`src/rtl/cdg_pkg.sv`:
```
package cdg_pkg;

    // ----------------------------------------
    // Register byte offsets
    // ----------------------------------------
    localparam logic [11:0] CTRL_OFFSET = 12'h000;
    localparam logic [11:0] SRC_OFFSET = 12'h004;
    localparam logic [11:0] RISE_OFFSET = 12'h008;
    localparam logic [11:0] FALL_OFFSET = 12'h00c;
    localparam logic [11:0] STATUS_OFFSET = 12'h010;

    // ----------------------------------------
    // Control register fields
    // ----------------------------------------
    localparam int CTRL_EN_BIT = 7;
    localparam int CTRL_OEB_BIT = 6;
    localparam int CTRL_OEA_BIT = 5;
    localparam int CTRL_POLB_BIT = 4;
    localparam int CTRL_POLA_BIT = 3;
    localparam int CTRL_CS_BIT = 0;
    localparam logic [7:0] CTRL_RESET = 8'h00;
    localparam logic [7:0] CTRL_MASK = 8'hf9;

    // ----------------------------------------
    // Source and dead-band fields
    // ----------------------------------------
    localparam int SRC_W = 3;
    localparam logic [2:0] SRC_RESET = 3'h0;
    localparam logic [2:0] SRC_CMP = 3'h0;
    localparam logic [2:0] SRC_PWM1 = 3'h1;
    localparam logic [2:0] SRC_PWM2 = 3'h2;
    localparam logic [2:0] SRC_PWM3 = 3'h3;
    localparam int DB_W = 6;
    localparam logic [5:0] DB_RESET = 6'h00;

    // ----------------------------------------
    // Timing
    // ----------------------------------------
    localparam int CLK_MHZ = 250;
    localparam int OSC_MHZ = 16;
    localparam int OSC_DIV = CLK_MHZ / OSC_MHZ;

    // ----------------------------------------
    // Drive states and pin carrier
    // ----------------------------------------
    typedef enum logic [3:0] {
        ST_IDLE = 4'b0001,
        ST_RISE_DB = 4'b0010,
        ST_HIGH = 4'b0100,
        ST_FALL_DB = 4'b1000
    } drive_e;

    typedef struct packed {
        logic primary;
        logic complement;
    } drive_s;

endpackage

```
`src/rtl/complementary_generator.sv`:
```
// Notes on behaviour
// - Two outputs, primary and complement, come from one selected input.
// - Clock select picks dead-band clock: system clock or 16 MHz oscillator enable.
// - Select one picks the oscillator, zero picks the system clock.
// - Three-bit input select chooses comparator or PWM channel one, two, three.
// - When enable is set both drives start cleared.
// - Each output has its own enable; cleared leaves the pin undriven.
// - With module enable clear, output enables and levels have no effect.
// - Polarity set gives active-high, cleared gives active-low.
// - Two independent seven-bit counters serve rising and falling edges.
// - Dead time counts clock periods up from zero to the programmed value.
// - Rising edge: complement off at once, count, then primary on.
// - Falling edge: primary off at once, count, then complement on.
// - Each dead-band setting spans zero to sixty-three counts.
// - A zero count inserts no dead time.
// - Input too short for the count leaves the incoming output off.
// - Input may be asynchronous; uncertainty stays within one dead-band clock.
//
// Design decisions made here: the register addresses and the APB register port.
`timescale 1ns/1ps
`default_nettype none

module complementary_generator #(
    parameter int DB_WIDTH = cdg_pkg::DB_W,
    parameter int OSC_DIVIDE = cdg_pkg::OSC_DIV
) (
    // Clock and reset
    input wire logic CLK,
    input wire logic RESET_N,
    // APB slave
    input wire logic PSEL,
    input wire logic PENABLE,
    input wire logic PWRITE,
    input wire logic [11:0] PADDR,
    input wire logic [31:0] PWDATA,
    output logic [31:0] PRDATA,
    output logic PREADY,
    output logic PSLVERR,
    // Waveform sources
    input wire logic COMPARATOR_SYNC_OUT,
    input wire logic PWM_CH1_OUT,
    input wire logic PWM_CH2_OUT,
    input wire logic PWM_CH3_OUT,
    // Output pins
    output logic PRIMARY_OUT,
    output logic PRIMARY_OUT_OE,
    output logic COMPLEMENT_OUT,
    output logic COMPLEMENT_OUT_OE
);

    if (DB_WIDTH != cdg_pkg::DB_W || OSC_DIVIDE < 1 || OSC_DIVIDE > 256) begin : g_bad_params
        $error("complementary_generator: unsupported parameters");
    end

    // ----------------------------------------
    // Reset synchroniser
    // ----------------------------------------
    logic rst_meta_q, rst_sync_q;
    always_ff @(posedge CLK or negedge RESET_N) begin
        if (!RESET_N) begin
            rst_meta_q <= 1'b0;
            rst_sync_q <= 1'b0;
        end else begin
            rst_meta_q <= 1'b1;
            rst_sync_q <= rst_meta_q;
        end
    end
    wire rst_n = rst_sync_q;

    // ----------------------------------------
    // APB register file
    // ----------------------------------------
    logic [7:0] ctrl_q;
    logic [2:0] src_q;
    logic [5:0] rise_q, fall_q;
    wire access = PSEL && PENABLE && PREADY;
    wire wr = access && PWRITE;
    wire hit_ctrl = PADDR == cdg_pkg::CTRL_OFFSET;
    wire hit_src = PADDR == cdg_pkg::SRC_OFFSET;
    wire hit_rise = PADDR == cdg_pkg::RISE_OFFSET;
    wire hit_fall = PADDR == cdg_pkg::FALL_OFFSET;
    wire hit_stat = PADDR == cdg_pkg::STATUS_OFFSET;
    wire mapped = hit_ctrl || hit_src || hit_rise || hit_fall || hit_stat;

    always_ff @(posedge CLK or negedge rst_n) begin
        if (!rst_n) begin
            ctrl_q <= cdg_pkg::CTRL_RESET;
            src_q <= cdg_pkg::SRC_RESET;
            rise_q <= cdg_pkg::DB_RESET;
            fall_q <= cdg_pkg::DB_RESET;
        end else if (wr) begin
            if (hit_ctrl) ctrl_q <= PWDATA[7:0] & cdg_pkg::CTRL_MASK;
            if (hit_src) src_q <= PWDATA[2:0];
            if (hit_rise) rise_q <= PWDATA[5:0];
            if (hit_fall) fall_q <= PWDATA[5:0];
        end
    end

    wire enable = ctrl_q[cdg_pkg::CTRL_EN_BIT];
    wire oe_a = ctrl_q[cdg_pkg::CTRL_OEA_BIT];
    wire oe_b = ctrl_q[cdg_pkg::CTRL_OEB_BIT];
    wire pol_a = ctrl_q[cdg_pkg::CTRL_POLA_BIT];
    wire pol_b = ctrl_q[cdg_pkg::CTRL_POLB_BIT];
    wire clk_sel = ctrl_q[cdg_pkg::CTRL_CS_BIT];

    // ----------------------------------------
    // Dead-band clock enable
    // ----------------------------------------
    logic [7:0] div_q;
    wire div_wrap = div_q == 8'(OSC_DIVIDE - 1);
    wire tick = clk_sel ? div_wrap : 1'b1;
    always_ff @(posedge CLK or negedge rst_n) begin
        if (!rst_n) begin
            div_q <= 8'h00;
        end else begin
            div_q <= div_wrap ? 8'h00 : div_q + 8'h01;
        end
    end

    // ----------------------------------------
    // Source selection and synchroniser
    // ----------------------------------------
    logic src_sel;
    always_comb begin
        case (src_q)
            cdg_pkg::SRC_CMP: src_sel = COMPARATOR_SYNC_OUT;
            cdg_pkg::SRC_PWM1: src_sel = PWM_CH1_OUT;
            cdg_pkg::SRC_PWM2: src_sel = PWM_CH2_OUT;
            cdg_pkg::SRC_PWM3: src_sel = PWM_CH3_OUT;
            default: src_sel = 1'b0;
        endcase
    end

    logic in_meta_q, in_sync_q, in_prev_q;
    always_ff @(posedge CLK or negedge rst_n) begin
        if (!rst_n) begin
            in_meta_q <= 1'b0;
            in_sync_q <= 1'b0;
            in_prev_q <= 1'b0;
        end else begin
            in_meta_q <= src_sel;
            in_sync_q <= in_meta_q;
            if (tick) in_prev_q <= in_sync_q;
        end
    end
    wire rise_ev = tick && in_sync_q && !in_prev_q;
    wire fall_ev = tick && !in_sync_q && in_prev_q;

    // ----------------------------------------
    // Dead-band state machine
    // ----------------------------------------
    cdg_pkg::drive_e state_q, state_d;
    logic [6:0] rcnt_q, rcnt_d, fcnt_q, fcnt_d;
    cdg_pkg::drive_s drv_q, drv_d;
    wire rise_done = rcnt_q[5:0] == rise_q;
    wire fall_done = fcnt_q[5:0] == fall_q;

    always_comb begin
        state_d = state_q;
        rcnt_d = rcnt_q;
        fcnt_d = fcnt_q;
        drv_d = drv_q;
        if (!enable) begin
            state_d = cdg_pkg::ST_IDLE;
            drv_d = '0;
            rcnt_d = 7'h00;
            fcnt_d = 7'h00;
        end else if (rise_ev) begin
            drv_d.complement = 1'b0;
            rcnt_d = 7'h00;
            if (rise_q == cdg_pkg::DB_RESET) begin
                drv_d.primary = 1'b1;
                state_d = cdg_pkg::ST_HIGH;
            end else begin
                drv_d.primary = 1'b0;
                state_d = cdg_pkg::ST_RISE_DB;
            end
        end else if (fall_ev) begin
            drv_d.primary = 1'b0;
            fcnt_d = 7'h00;
            if (fall_q == cdg_pkg::DB_RESET) begin
                drv_d.complement = 1'b1;
                state_d = cdg_pkg::ST_IDLE;
            end else begin
                drv_d.complement = 1'b0;
                state_d = cdg_pkg::ST_FALL_DB;
            end
        end else if (tick) begin
            case (state_q)
                cdg_pkg::ST_RISE_DB: begin
                    rcnt_d = rcnt_q + 7'h01;
                    if (7'(rcnt_q + 7'h01) == {1'b0, rise_q}) begin
                        drv_d.primary = 1'b1;
                        state_d = cdg_pkg::ST_HIGH;
                    end
                end
                cdg_pkg::ST_FALL_DB: begin
                    fcnt_d = fcnt_q + 7'h01;
                    if (7'(fcnt_q + 7'h01) == {1'b0, fall_q}) begin
                        drv_d.complement = 1'b1;
                        state_d = cdg_pkg::ST_IDLE;
                    end
                end
                cdg_pkg::ST_IDLE, cdg_pkg::ST_HIGH: begin
                end
                default: state_d = cdg_pkg::ST_IDLE;
            endcase
        end
    end

    always_ff @(posedge CLK or negedge rst_n) begin
        if (!rst_n) begin
            state_q <= cdg_pkg::ST_IDLE;
            rcnt_q <= 7'h00;
            fcnt_q <= 7'h00;
            drv_q <= '0;
        end else begin
            state_q <= state_d;
            rcnt_q <= rcnt_d;
            fcnt_q <= fcnt_d;
            drv_q <= drv_d;
        end
    end

    // ----------------------------------------
    // Pin drivers and read data
    // ----------------------------------------
    wire a_lvl = pol_a ? drv_d.primary : !drv_d.primary;
    wire b_lvl = pol_b ? drv_d.complement : !drv_d.complement;
    logic [31:0] rdata;
    always_comb begin
        rdata = 32'h0000_0000;
        if (hit_ctrl) rdata = {24'h000000, ctrl_q};
        if (hit_src) rdata = {29'h00000000, src_q};
        if (hit_rise) rdata = {26'h0000000, rise_q};
        if (hit_fall) rdata = {26'h0000000, fall_q};
        if (hit_stat) rdata = {24'h000000, state_q, 2'b00, drv_q};
    end

    always_ff @(posedge CLK or negedge rst_n) begin
        if (!rst_n) begin
            PRIMARY_OUT <= 1'b0;
            COMPLEMENT_OUT <= 1'b0;
            PRIMARY_OUT_OE <= 1'b0;
            COMPLEMENT_OUT_OE <= 1'b0;
            PRDATA <= 32'h0000_0000;
            PREADY <= 1'b0;
            PSLVERR <= 1'b0;
        end else begin
            PRIMARY_OUT <= enable && a_lvl;
            COMPLEMENT_OUT <= enable && b_lvl;
            PRIMARY_OUT_OE <= enable && oe_a;
            COMPLEMENT_OUT_OE <= enable && oe_b;
            PREADY <= PSEL && !PREADY;
            PSLVERR <= PSEL && !PREADY && !mapped;
            PRDATA <= (PSEL && !PWRITE) ? rdata : 32'h0000_0000;
        end
    end
endmodule

`default_nettype wire

```
`config.mk`:
```
export PLATFORM = sky130hd
export DESIGN_NAME = complementary_generator
export DESIGN_NICKNAME = d
export VERILOG_FILES = /design/src/rtl/cdg_pkg.sv /design/src/rtl/complementary_generator.sv
export SDC_FILE = /design/constraint.sdc
export NUM_CORES = 1
export LEC_CHECK = 0
export BUFFER_PORTS_ARGS = -buffer_cell sky130_fd_sc_hd__buf_2
export CAP_MARGIN = 25
export CORE_AREA = 2 2 100 102
export CTS_BUF_LIST = sky130_fd_sc_hd__clkbuf_4 sky130_fd_sc_hd__clkbuf_8 sky130_fd_sc_hd__clkbuf_16
export DETAILED_ROUTE_END_ITERATION = 10
export DIE_AREA = 0 0 102 104
export PLACE_DENSITY = 0.65
export SLEW_MARGIN = 15
export SYNTH_ARGS = -nofsm -noshare
export SYNTH_HDL_FRONTEND = slang
export SYNTH_SLANG_ARGS = --single-unit
```
`constraint.sdc`:
```
create_clock -name CLK -period 5.8 [get_ports CLK]
set_input_delay 1.16 -clock CLK [delete_from_list [all_inputs] [get_ports CLK]]
set_output_delay 1.16 -clock CLK [all_outputs]
set_load 0.03 [all_outputs]
```
==> impl_metrics.toml <==
[logic_synthesis]
ys.flop_type = "dfrtp_1"
synth_top_area_share_pct = 44.6
yosysSeqAreaShare_pct = 45.3
syn_inst = 367
synth_top_area_cell = "dfrtp_1"
yosysUniqueCellTypes = 63
syn_avg_cell_area_um2 = 10.2
synth_edf_count = 0
ys_top_cells_by_area = "dfrtp_1 45%, buf_4 4.8%, mux2_2 4.2%"
ys_warn_count = 0
syn_area_um2 = 3760
async_flop_share_pct = 100
synth.ff_latch_count = 68

[power_and_ir_drop]
leakage_nw = 1.98
p_total_mw = 0.975
irDropWorstVdd_v = 0.000126
power_density_nw_per_um2 = 231

[finish]
fill_cells = 970
diodes = 0
final_common_cell = "dfrtp_1"
syn2layout_area_growth_pct = 12.6
final_cells = 550
drive_gt1_share_pct = 21.1
fin_nets = 469
final_cell_mix = "66 x dfrtp_1, 42 x buf_2, 35 x nor2_1"

[timing]
max_freq_ghz = 0.332
setup_ws_ns = 2.79
setup_viol = 0
hold_viol = 0
relSlewSlack_pct = 44.1
finalSetupTns_ns = 0
rsz0062_at_grt = "false"
skew_ns = 0.0144
worstMarginPinSlew_ns = 0.839
final_max_slew_viol_count = 0
fin_crit_ns = 3.01
period_share_pct = 51.9

[die]
ios = 91
placementRows = 36
coreArea_um2 = 9550
dieArea_um2 = 10600
die_h_um = 104
fp.dieW_um = 102
start_util_pct = 39.3

[global_route]
antenna_found_initial = 0
gr-total-overflow = 0
grt.total_usage_pct = 15.7
grt_pass1_wl_um = 13200
grt_pass1_vias = 2723
grt_max_degree = 67

[job]
cap_violations = 0

[placement]
place_hpwl_um = 5820
dp_cells = 534
portBuffers = 42
pre_cts_slack_ns = 2.44
place.gp.congestion = 0.807

[cts]
postCtsSetupRepairBufs = 0
insertion_delay_ns = 0.35
clk_path_buf_depth = 2
cts.hold.buffers_added = 0
cts_buffers = 9
clk_pin_slew_ns = 0.08
cts-root-buf = "clkbuf_8"
ctsHtreeMaxLevel = 3
cts_tree = "done"
ctsResizeCount = 0
cts.sinks = 68

[worst_setup_path]
cpPeakStageDelay_ns = 0.48
worst-path-buf-inv = 1
cpMaxStageDelayCell = "or3_1"
critical-path-top-delay-family = "simple AND/OR/NAND/NOR gates"
arrival_ns = 3.23
cp-start-kind = "primary input"
worst-setup-path-type = "primary input to flop"
endpoint_kind = "flop"
crit_chain = "buf_2, nor4_1, nand2_1, or3_1, or2_1, nor3b_4, mux2_1"
crit_fanout = 7
worstPathRequired_ns = 6.02

[route]
dr.first_iter.drc_count = 137
drt.antenna.violating_nets = 0
route.vias.total = 2754
drt_first_pass_iters = 4
avgViaCountPerCell = 5.01
drc_errors = 0
totalWireLength_um = 7900
wl_per_cell_um = 14.4

[status]
status = "complete, no violations"

[worst_hold_path]
min_path_type = "flop to flop"
-- metal layers --
| metal | vias to the layer above | global-route usage, % | routed length (µm) |
|---|---|---|---|
| li1 | 1333 | - | - |
| met1 | 1347 | 21.3 | 3710 |
| met2 | 64 | 25.1 | 3810 |
| met3 | 10 | 2.96 | 247 |
| met4 | 0 | 5.43 | 136 |
| met5 | - | 0 | 0 |
-- worst reg2reg max path: stages, from the launching register on --
cell and delay (ns):
dfrtp_1 0.44, ha_1 0.29, xnor2_1 0.16, xnor2_1 0.14, nor4_2 0.27, nand3_1 0.19
or4b_4 0.56, a211oi_4 0.27, mux2_4 0.33
-- final cells by class --
class / count / area, µm² / area share [%]
sequential: 68 / 1700 / 40.3
clock buffer: 10 / 131 / 3.11
timing repair buffer: 44 / 225 / 5.33
tap: 133 / 166 / 3.93
multi-input combinational: 280 / 1880 / 44.4
inverter: 9 / 33.8 / 0.799
clock inverter: 6 / 90.1 / 2.13
-- final timing paths --
| path | to | slack [ns] | start | cells after the start |
|---|---|---|---|---|
| max in group asynchronous | fcnt_q[6] | 4.78 | rst_n | 1 |
| min in group asynchronous | fall_q[1] | 0.45 | rst_n | 1 |
| worst min-delay path | rst_n | 0.37 | rst_meta_q | 0 |
| worst max-delay path | rise_q[3] | 2.79 | PADDR[6] | 7 |
| worst min register to register | rst_n | 0.37 | rst_meta_q | 0 |
| worst max register to register | COMPLEMENT_OUT | 3.03 | fcnt_q[0] | 8 |
-- synth_stat cells (3+ instances only) --
library cell / count
buf_4: 24
o21ai_1: 10
nand2b_1: 4
or3_1: 4
xnor2_1: 18
nor4_1: 4
nor2_1: 35
mux2i_1: 3
and3_1: 8
nor2b_1: 5
xor2_1: 8
nand4_1: 4
dfrtp_1: 67
nand2_1: 28
a22oi_1: 7
o31ai_1: 4
a21oi_1: 11
nand3_1: 14
o21ai_0: 10
or2_1: 3
mux2_1: 11
nor3_1: 4
ha_1: 4
and2_1: 4
inv_1: 9
clkbuf_1: 6
mux2_2: 14
-- power breakdown --
group / internal, mW / total [mW] / switching, mW
logic: 0.0141 / 0.0597 / 0.0456
clock network: 0.248 / 0.436 / 0.188
registers: 0.477 / 0.480 / 0.00295
-- flip-flops by register name (all words and copies together), names as in the netlist --
name,flops
in_meta_q,1
COMPLEMENT_OUT,1
div_q,8
PSLVERR,1
fcnt_q,7
COMPLEMENT_OUT_OE,1
PRIMARY_OUT_OE,1
drv_q,2
rst_n,1
in_sync_q,1
rcnt_q,7
ctrl_q,6
fall_q,6
src_q,3
PRDATA,8
rise_q,6
rst_meta_q,1
PREADY,1
PRIMARY_OUT,1
in_prev_q,1
state_q,4
-- stage by stage --
stage / hold slack (ns) / utilization [%] / instance area (µm²)
6_report: 0.368 / 44.3 / 4230
5_1_grt: 0.385 / 44.3 / 4230
4_1_cts: 0.371 / 44.3 / 4230
3_5_place_dp: 0.337 / 42.0 / 4010
3_3_place_gp: 0.337 / 42.0 / 4010
2_1_floorplan: 0.331 / - / 3840
-- cell families after synthesis --
group / Yosys count / share of synthesized area (%)
AND/OR/NAND/NOR: 133 / 19.0
flip-flops: 68 / 45.3
AO/OA/AOI/OAI: 59 / 10.3
buffers and inverters: 42 / 6.99
multiplexers: 31 / 9.89
XOR/XNOR: 27 / 6.66
adder cells (fa/ha/maj): 5 / 1.60
other: 2 / 0.200
(Power assumes the default switching activity.)
